File: src/rtl/ps_timeout_timer.v
`timescale 1ns/100ps
`default_nettype none
module ps_timeout_timer #(
   parameter TICK_CYCLES = 50000,
   parameter TIMEOUT_TICKS = 2000
) (
   input wire i_clk, // system clock
   input wire i_rst_n, // async reset, active low
   input wire i_run, // high while a processor answer is awaited
   output reg o_expired // level, high once the limit is reached until run drops
);
   reg [31:0] div_cnt;
   reg [31:0] tick_cnt;
   wire tick;

   // millisecond enable, so the long count counts milliseconds, held in a 32-bit register
   assign tick = (div_cnt == TICK_CYCLES - 1);

   always @(posedge i_clk or negedge i_rst_n) begin
      if (!i_rst_n) begin
         div_cnt <= 32'h0;
         tick_cnt <= 32'h0;
         o_expired <= 1'b0;
      end else if (!i_run) begin
         div_cnt <= 32'h0;
         tick_cnt <= 32'h0;
         o_expired <= 1'b0;
      end else begin
         div_cnt <= tick ? 32'h0 : div_cnt + 32'h1;
         if (tick && !o_expired) begin
            tick_cnt <= tick_cnt + 32'h1;
            if (tick_cnt == TIMEOUT_TICKS - 1)
               o_expired <= 1'b1;
         end
      end
   end
endmodule // ps_timeout_timer
`default_nettype wire

File: config.mk
export PLATFORM = sky130hd
export DESIGN_NAME = ps_timeout_timer
export DESIGN_NICKNAME = d
export VERILOG_FILES = /design/src/rtl/ps_timeout_timer.v
export SDC_FILE = /design/constraint.sdc
export NUM_CORES = 1
export LEC_CHECK = 0
export ABC_CLOCK_PERIOD_IN_PS = 7120
export BUFFER_PORTS_ARGS = -buffer_cell sky130_fd_sc_hd__buf_2
export CORE_MARGIN = 3
export CORE_UTILIZATION = 60
export DETAILED_ROUTE_END_ITERATION = 12
export MAX_ROUTING_LAYER = met4
export PLACE_DENSITY = 0.73
export SLEW_MARGIN = 20
export SYNTH_ARGS = -nofsm -noshare
export SYNTH_HDL_FRONTEND = slang
export SYNTH_SLANG_ARGS = --single-unit
File: constraint.sdc
create_clock -name i_clk -period 7.12 [get_ports i_clk]
set_input_delay 0.712 -clock i_clk [delete_from_list [all_inputs] [get_ports i_clk]]
set_output_delay 0.712 -clock i_clk [all_outputs]
set_load 0.05 [all_outputs]
; ---- After elaboration in Yosys (flattened, before gate mapping)
; Cells that the tools add are included.
[op_classes]
addsub = 2
n_eq_ne = 4
mux = 7
n_reduce_logical = 3
[op_table]
columns = cell, count
row1 = $mux 32, 4
row2 = $add 32x1->32 const B, 2
row3 = $eq 32x11->1 const B, 1
row4 = $eq 32x16->1 const B, 1
row5 = $ne 2x1->1 const B, 2
row6 = $mux 1, 3
row7 = $reduce_and 2->1, 1
row8 = $logic_and 1x1->1, 1
row9 = $logic_not 1->1, 1
[totals]
register_bits = 65
input_bits = 3
output_inout_bits = 1
wordCells = 19

; ---- Depth between registers and ports, before layout
; Gate-level depths: netlist (run 1).
[depth]
word_depth = 4
depth_mapped = 7
ltp_nobuf = 6

; ---- Worst setup path before layout (run 1)
; OpenSTA, ideal clock, no wires.
[synth_path]
path_type = register -> register
startpoint = reg div_cnt[0]
endpoint = reg tick_cnt[17]
setup_time_ps = 78
t_arrival_ps = 2311
required_ps = 7042
setup_slack_ps = 4731
path_stages_with_launch = 8
n_path_buf = 1
period_less_slack_ps = 2389
cell_sequence = dfrtp_1 > ha_1 > nand3_4 > or4_4 > or4_4 > buf_6 > or3_1 > a21oi_1
[synth_between]
elab_chain_len = 3
[synth_lines]
columns = element, line
row1 = "start, declared", 12  ; reg [31:0] div_cnt;
row2 = "start signal, assigned", 29  ; div_cnt <= tick ? 32'h0 : div_cnt + 32'h1;
row3 = $eq 32x16->1, 17  ; assign tick = (div_cnt == TICK_CYCLES - 1);
row4 = $logic_and 1x1->1, 30  ; if (tick && !o_expired) begin
row5 = $ne 2x1->1 (no source line), n/a
row6 = "end signal, assigned", 31  ; tick_cnt <= tick_cnt + 32'h1;
row7 = "end, declared", 13  ; reg [31:0] tick_cnt;
; Every way passes these cells.
; A chain may end at the register's enable or synchronous reset.

; ---- Worst setup path after layout (run 1)
[layout_path]
startpoint = reg div_cnt[22]
endpoint = reg div_cnt[27]
[layout_between]
elab_chain_len = 3
elab_cells_between_ends = 4
cone_classes = add/sub (1) / eq/ne (1) / mux (2)
[layout_lines]
columns = element, line
row1 = $add 32x1->32 / $eq 32x16->1 (equally long branches), "29, 17"
row2 = $mux 32 (*), 29
row3 = $mux 32 (*), 24  ; end else if (!i_run) begin
; Every way passes the cells marked *; elsewhere a longest branch is shown, timed or not.

==> results_tabular.tex, run 1 <==
\begin{tabular}{lr}
\hline
Metric & Value \\
\hline
\multicolumn{2}{l}{\textbf{Drt}} \\
Routed vias & 2,797 \\
Detailed Route WL & about 7000 um \\
Residual antenna-violating net count after detailed routing & 0 \\
Average wire per cell in the routed design & approximately 15 um \\
Via density per instance & between 6 and 7 \\
Count of routing violations after the opening detailed-route iteration & around 200 \\
Number of optimization iterations in the first detailed-route pass & 4 \\
Residual DRC count & 0 \\
\multicolumn{2}{l}{\textbf{Synth}} \\
Post-synth EDFFs & 0 \\
Synthesis-stage register bit count & between 60 and 70 \\
Synthesized net count & 382 \\
Ys Warns & 0 \\
Main combinational cell family by area after synthesis & simple AND/OR/NAND/NOR gates \\
Compound-cell area share of the yosys netlist & roughly 6.5\% \\
Largest cells by area after synthesis & dfrtp\_1 (47\%), xor2\_1 (5.9\%), nor2\_1 (4.9\%) \\
Portion of synthesized cell area occupied by the leading cell type & a little under half \\
Portion of netlist area occupied by mux cells & less than 1\% \\
Library cell with the highest instance count after synthesis & dfrtp\_1 \\
Ys flop type & dfrtp\_1 \\
Adder-Cell Fraction of Synth Area & less than 1\% \\
Simple-Gate Fraction of Synth Area & between 30\% and 40\% \\
Library cells used by synthesis & 36 \\
Synth Area per Inst & 9.133 um2 \\
Most used standard cells in the synthesized netlist & dfrtp\_1 (65), nor2\_1 (45), nand2\_1 (30) \\
Post-synthesis sequential area ratio & 47.24\% \\
Cell taking the most area after synthesis & dfrtp\_1 \\
Async S/R FF share, synth & 100.0\% \\
Post-Synth XOR/XNOR Area & $\sim$9.7\% \\
Total standard cell area after synthesis & approximately 3400 um2 \\
Gate Count Post-Synth & about 380 \\
\multicolumn{2}{l}{\textbf{Worst setup path}} \\
Critical path launch point type & flop \\
Data arrival time of the worst path & approximately 3100 ps \\
Worst reg2reg setup slack & 4240 ps \\
Count of cells along the worst register-to-register path & 5 \\
CP Class & flop to flop \\
Maximum fanout along the worst path & 30 \\
Required @ worst endpoint & 7300 ps \\
Reg-to-reg endpoint & div\_cnt[27] \\
Origin of the critical flop-to-flop path & div\_cnt[22] \\
Sort of element at the end of the critical path & flop \\
\multicolumn{2}{l}{\textbf{Pwr}} \\
IR Drop Worst-Case VDD & $\sim$130 uV \\
Cell area power density & 186.3 nW/um2 \\
Leakage dissipation & $\sim$1.4 nW \\
\multicolumn{2}{l}{\textbf{Die}} \\
Die ar. & 6684 um2 \\
Vertical extent of the die & approximately 82 um \\
Std-Cell Rows & 26 \\
Horizontal die dimension & a little over 80 um \\
Starting Density & around 65\% \\
I/O pin count & 4 \\
Area of the core region & $\sim$5300 um2 \\
\multicolumn{2}{l}{\textbf{Clock tree}} \\
Number of buffers inserted during clock tree synthesis & 9 \\
Worst skew pair latency & roughly 330 ps \\
Count of hold buffers inserted by post-cts repair & 0 \\
Clock tree from TritonCTS & built \\
Largest buffer count on any clock path & 2 \\
Clock root buffer & clkbuf\_8 \\
Total clock sinks & 65 \\
Post-CTS repair timing setup buffer count & 0 \\
H-tree levels & 3 \\
Number of resized instances in the post-cts repair step & 0 \\
Clock Pin Slew Worst Setup and Hold Paths & about 70 ps \\
\multicolumn{2}{l}{\textbf{Timing}} \\
Worst Hold Slack & around 520 ps \\
Count of pins over their slew limit & 0 \\
Max-slew headroom at the worst pin & around a third \\
Post-Route Setup TNS & 0 ps \\
Worst clock skew & 8.820 ps \\
Period minus WS final & roughly 2900 ps \\
Worst slew pin tran & 988.3 ps \\
Fraction of the cycle the final worst path needs & 40.40\% \\
RSZ-0062 raised after global routing & false \\
Max Freq & 0.3477 GHz \\
Final-report hold violation count & 0 \\
Setup-violating endpoint count in the final report & 0 \\
\multicolumn{2}{l}{\textbf{Placement}} \\
Input/output buffers & 3 \\
Global placement routability congestion & around 0.82 \\
Placed cells & around 440 \\
Post-DP HPWL & 4637 um \\
\multicolumn{2}{l}{\textbf{Cells and area}} \\
Area of combinational cells with multiple inputs & roughly 1700 um2 \\
Filler Cell Count & 430 \\
Nets@finish & 384 \\
ANT cells & 0 \\
Share of post-route cells with drive strength above 1 & between 7 and 8\% \\
Final cell utilization of the core & between 60\% and 70\% \\
Register Area & roughly 1600 um2 \\
Growth of design area from synthesis to finish & 6.868\% \\
Non-filler cells, final & between 400 and 500 \\
\multicolumn{2}{l}{\textbf{Run}} \\
Max-cap viol count & 0 \\
\multicolumn{2}{l}{\textbf{Global route}} \\
Overflow after GRT & 0 \\
Via count of the first global-routing pass & between 2,000 and 3,000 \\
Largest net degree at the start of global routing & between 60 and 70 \\
Global-route wire length before repair & between 10,000 and 15,000 um \\
Number of antenna violations at the first check in global routing & 0 \\
Total track usage & 24.72\% \\
\multicolumn{2}{l}{\textbf{Status}} \\
Run status & finished, final reports clean \\
\multicolumn{2}{l}{\textbf{Min path}} \\
Hold Path End & div\_cnt[0] \\
Type of the worst min-delay path & flop to flop \\
Worst Hold Depth & 1 \\
Hold path startpoint & div\_cnt[0] \\
\hline
\end{tabular}
registers in the layout, summed over array words and instances (netlist names):
name / count
tick_cnt: 32
o_expired: 1
div_cnt: 32
cell families (layout without fill, tap and decap cells):
kind of cell / Yosys count / in the layout
and+or+nand+nor: 204 / 204
DFF: 65 / 65
AOI/OAI and AO/OA: 42 / 42
xor gates and xnor gates: 38 / 38
buffers and inverters: 23 / 28
muxes: 3 / 3
adders and majority gates: 2 / 2
how the worst max path moves through the flow:
stage                      from            to  slack [ps]  cells after the start
floorplan            div_cnt[0]  tick_cnt[17]        4730                      7
global route        div_cnt[24]   div_cnt[15]        3940                      5
global placement    div_cnt[22]   div_cnt[26]        4310                      5
CTS                 div_cnt[22]   div_cnt[15]        4230                      5
detailed placement  div_cnt[22]   div_cnt[27]        4220                      5
finish              div_cnt[22]   div_cnt[27]        4240                      5
per-stage QoR:
step | setup WS [ps] | cell area, um2 | total power [mW]
2_1_floorplan | 4731 | 3443 | 0.3870
3_3_place_gp | 4308 | 3497 | 0.3974
3_5_place_dp | 4222 | 3497 | 0.3975
4_1_cts | 4226 | 3680 | 0.6920
5_1_grt | 3943 | 3680 | 0.7109
6_report | 4244 | 3680 | 0.6856
power by group:
part | internal [mW] | total, mW | switching [mW]
combinational | 0.00272 | 0.0175 | 0.0148
clock | 0.165 | 0.296 | 0.130
sequential | 0.371 | 0.373 | 0.00184
layout make-up:
| class | instances | area share (%) |
|---|---|---|
| multi-input cells | 289 | 46.82 |
| flip-flops and latches | 65 | 44.20 |
| clock buffers | 10 | 3.740 |
| well taps | 70 | 2.380 |
| clock inverters | 4 | 1.224 |
| inverters | 10 | 1.020 |
| repair buffers | 4 | 0.6120 |
worst max-delay path: stages, from the launching register on:
cell,delay [ps]
dfrtp_1,440
nor4_1,340
nand4_1,450
or3_1,580
nand2_1,770
nor2_1,130
metal layers:
| layer | track usage [%] | vias up | part of all wire [%] |
|---|---|---|---|
| met2 | 36.51 | 45 | 45 |
| met3 | 4.934 | 10 | 3.5 |
| met1 | 34.10 | 1371 | 50 |
| met4 | 8.638 | 0 | 1.5 |
| met5 | - | - | 0 |
| li1 | - | 1371 | - |
cell usage in the layout (no fill, tap or decap), types with 6 or more instances in the layout:
master / instances
nor4_1: 25
or3_1: 15
o21ai_0: 17
nor3_1: 7
nand2_1: 30
and3_1: 6
xor2_1: 23
nand3_1: 23
nor2_1: 45
a21oi_1: 20
nand4_1: 24
dfrtp_1: 65
inv_1: 10
clkbuf_8: 10
xnor2_1: 15
(Power assumes the default switching activity.)
==> inputs of run 2 (changes only) <==
--- a/config.mk
+++ b/config.mk
@@ -5,7 +5,7 @@
 export SDC_FILE = /design/constraint.sdc
 export NUM_CORES = 1
 export LEC_CHECK = 0
-export ABC_CLOCK_PERIOD_IN_PS = 7120
+export ABC_CLOCK_PERIOD_IN_PS = 2700
 export BUFFER_PORTS_ARGS = -buffer_cell sky130_fd_sc_hd__buf_2
 export CORE_MARGIN = 3
 export CORE_UTILIZATION = 60
==> constraint.sdc (replaced) <==
create_clock -name i_clk -period 2.7 [get_ports i_clk]
set_input_delay 0.27 -clock i_clk [delete_from_list [all_inputs] [get_ports i_clk]]
set_output_delay 0.27 -clock i_clk [all_outputs]
set_load 0.05 [all_outputs]
==> run 2 against run 1 <==
Effect of this change:
- the run now ends with negative hold slack left
- sequential power grew to 2.6 times the previous value
- hold slack worse by 530 ps
- via count is 2.4% higher
- sequential cell count stayed put
- utilization is 3.1 points higher
- critical path depth is 1 higher
- first-iteration DRC count is 16% lower
- global-route usage is 0.77 points higher
- clock power grew to 3.4 times the previous value
- register-to-register slack worse by 4100 ps
- cell count is 3.1% higher
- fmax is 12% higher
- critical path type unchanged
==> results_tabular.tex, run 2 (synthesis results as in run 1) <==
\begin{tabular}{lr}
\hline
Metric & Value \\
\hline
\multicolumn{2}{l}{\textbf{Die}} \\
Starting Density & 64.54\% (unchanged) \\
Horizontal die dimension & 81.76 um (unchanged) \\
Die ar. & 6684 um2 (unchanged) \\
Vertical extent of the die & 81.76 um (unchanged) \\
I/O pin count & 4 (unchanged) \\
Std-Cell Rows & 26 (unchanged) \\
Area of the core region & 5335 um2 (unchanged) \\
\multicolumn{2}{l}{\textbf{Global route}} \\
Global routing's busiest layer & met2 \\
Global Route met1 Usage & 33.62\% (-0.48 points) \\
Global-route track usage on met2 & 39.01\% (+2.5 points) \\
Number of antenna violations at the first check in global routing & 0 (unchanged) \\
Global-route track usage on met3 & 6.031\% (+1.1 points) \\
Global-route wire length before repair & 12,720 um (+3.5\%) \\
Overflow after GRT & 0 (unchanged) \\
Largest net degree at the start of global routing & 34 (-48\%) \\
Total track usage & 25.49\% (+0.77 points) \\
Via count of the first global-routing pass & 2,720 (+3.0\%) \\
\multicolumn{2}{l}{\textbf{Min path}} \\
Type of the worst min-delay path & primary input to async pin \\
\multicolumn{2}{l}{\textbf{Clock tree}} \\
Total clock sinks & 65 (unchanged) \\
Number of buffers inserted during clock tree synthesis & 9 (unchanged) \\
Clock tree from TritonCTS & built \\
Largest buffer count on any clock path & 2 (unchanged) \\
Clock Pin Slew Worst Setup and Hold Paths & 70 ps (about the same) \\
Clock root buffer & clkbuf\_8 \\
Worst skew pair latency & 340 ps (about the same) \\
H-tree levels & 3 (unchanged) \\
\multicolumn{2}{l}{\textbf{Timing}} \\
Worst Hold Slack & -11.83 ps (-533.9 ps) \\
Worst clock skew & 7.870 ps (-0.9501 ps) \\
Final-report hold violation count & 23 (+23) \\
Post-route setup slack & 136.5 ps (-4107 ps) \\
Post-Route Setup TNS & 0 ps (unchanged) \\
RSZ-0062 raised after global routing & false \\
Max Freq & 0.3901 GHz (+12\%) \\
Period minus WS final & 2564 ps (-312.8 ps) \\
Max-slew headroom at the worst pin & 38.11\% (+4.5 points) \\
Count of pins over their slew limit & 0 (unchanged) \\
Setup-violating endpoint count in the final report & 0 (unchanged) \\
Fraction of the cycle the final worst path needs & 94.95\% (+55 points) \\
Worst slew pin tran & 927.3 ps (-61.06 ps) \\
\multicolumn{2}{l}{\textbf{Pwr}} \\
Overall power consumption & 2.032 mW (+200\%) \\
IR Drop Worst-Case VDD & 402.0 uV (+210\%) \\
Cell area power density & 528.4 nW/um2 (+180\%) \\
Leakage dissipation & 1.531 nW (+5.8\%) \\
\multicolumn{2}{l}{\textbf{Placement}} \\
Setup slack after placement & 107.9 ps (-4114 ps) \\
Post-DP HPWL & 4864 um (+4.9\%) \\
Placed cells & 450 (+2.7\%) \\
Global placement routability congestion & 0.8291 (+0.51\%) \\
Input/output buffers & 3 (unchanged) \\
Post-detailed-placement cell area & 3600 um2 (+2.9\%) \\
\multicolumn{2}{l}{\textbf{Worst setup path}} \\
Critical-path cell with the highest stage delay & or4\_4 \\
Sort of element at the end of the critical path & flop \\
Data arrival time of the worst path & 2820 ps (-230 ps) \\
Required @ worst endpoint & 2960 ps (-4340 ps) \\
Crit-path cells & ha\_2 -> nand3\_4 -> or4\_4 -> or4\_4 -> or4\_1 -> a21oi\_1 \\
Cell repeated most along the worst path & or4\_4 \\
CP Class & flop to flop \\
Maximum fanout along the worst path & 13 (-57\%) \\
Critical path's largest stage delay & 580 ps (-190 ps) \\
Critical path launch point type & flop \\
\multicolumn{2}{l}{\textbf{Drt}} \\
Count of routing violations after the opening detailed-route iteration & 167 (-16\%) \\
Residual antenna-violating net count after detailed routing & 0 (unchanged) \\
Via density per instance & 6.148 (-0.65\%) \\
Number of optimization iterations in the first detailed-route pass & 6 (+2) \\
Average wire per cell in the routed design & 15.75 um (+2.5\%) \\
Residual DRC count & 0 (unchanged) \\
Detailed Route WL & 7338 um (+5.6\%) \\
Routed vias & 2,865 (+2.4\%) \\
\multicolumn{2}{l}{\textbf{Cells and area}} \\
ANT cells & 0 (unchanged) \\
Non-filler cells, final & 466 (+3.1\%) \\
Nets@finish & 396 (+3.1\%) \\
Leading cell type in the layout, fill and taps excluded & dfrtp\_1 \\
Final cell utilization of the core & 72.09\% (+3.1 points) \\
Final cell area excluding filler cells & 3846 um2 (+4.5\%) \\
Top library cells by usage in the layout, fill and taps aside & dfrtp\_1 (65), nor2\_1 (45), nand2\_1 (30), nor4\_1 (25), nand4\_1 (24) \\
Share of post-route cells with drive strength above 1 & 10.35\% (+3.3 points) \\
Registers with the most flip-flops & div\_cnt (32), tick\_cnt (32), o\_expired (1) \\
Filler Cell Count & 399 (-7.2\%) \\
Growth of design area from synthesis to finish & 11.70\% \\
\multicolumn{2}{l}{\textbf{Run}} \\
Max-cap viol count & 0 (unchanged) \\
\multicolumn{2}{l}{\textbf{Status}} \\
Run status & finished, violations left \\
Violations in the final reports & negative hold slack \\
\hline
\end{tabular}
## run 2: cell count changes in the layout (fill, tap and decap cells not counted), sizes merged
| cell | delta |
|---|---|
| buf | +12 |
| bufinv | +2 |
| clkinv | -2 |
| clkbuf | +1 |
| clkinvlp | +1 |
## run 2: layout make-up
cell class	count	area, um2	area share [%]
multi-input cells	289	1725	44.86
clock inverters	5	102.6	2.668
inverters	10	37.54	0.9759
repair buffers	16	125.1	3.253
well taps	70	87.58	2.277
flip-flops and latches	65	1627	42.29
clock buffers	11	141.4	3.676
## run 2: worst max-delay path, delay by kind of cell (launching register included)
kind,cells,cell delay (ps)
simple gates,4,1680
flops,1,400
fa+ha+maj,1,250
compound gates,1,150
## run 2: report_power, final
group / switching, mW / internal, mW / leakage [nW] / total (mW)
combinational: 0.0397 / 0.0104 / 0.505 / 0.0501
sequential: 0.00490 / 0.977 / 0.906 / 0.982
clock: 0.363 / 0.637 / 0.120 / 1.00
## run 2: per-layer routing
metal | vias to the layer above | wire length (um)
li1 | 1396 | -
met1 | 1382 | 3581
met2 | 71 | 3355
met3 | 16 | 290
met4 | 0 | 110
met5 | - | 0
## run 2: timing repair
item,4_1_cts,5_1_grt
setup endpoints to repair,0,1
resized for setup,0,1
buffers inserted,0,0
hold buffers,0,0
## run 2: path summary, 6_finish.rpt
path,start,endpoint,slack [ps],depth (start not counted)
worst max-delay path,div_cnt[0],tick_cnt[23],140,6
worst min-delay path,i_rst_n,tick_cnt[22],-10,1
worst max register to register,div_cnt[0],tick_cnt[23],140,6
worst min register to register,div_cnt[0],div_cnt[0],510,1
max in group asynchronous,i_rst_n,tick_cnt[0],2080,2
min in group i_clk,i_run,o_expired,300,3
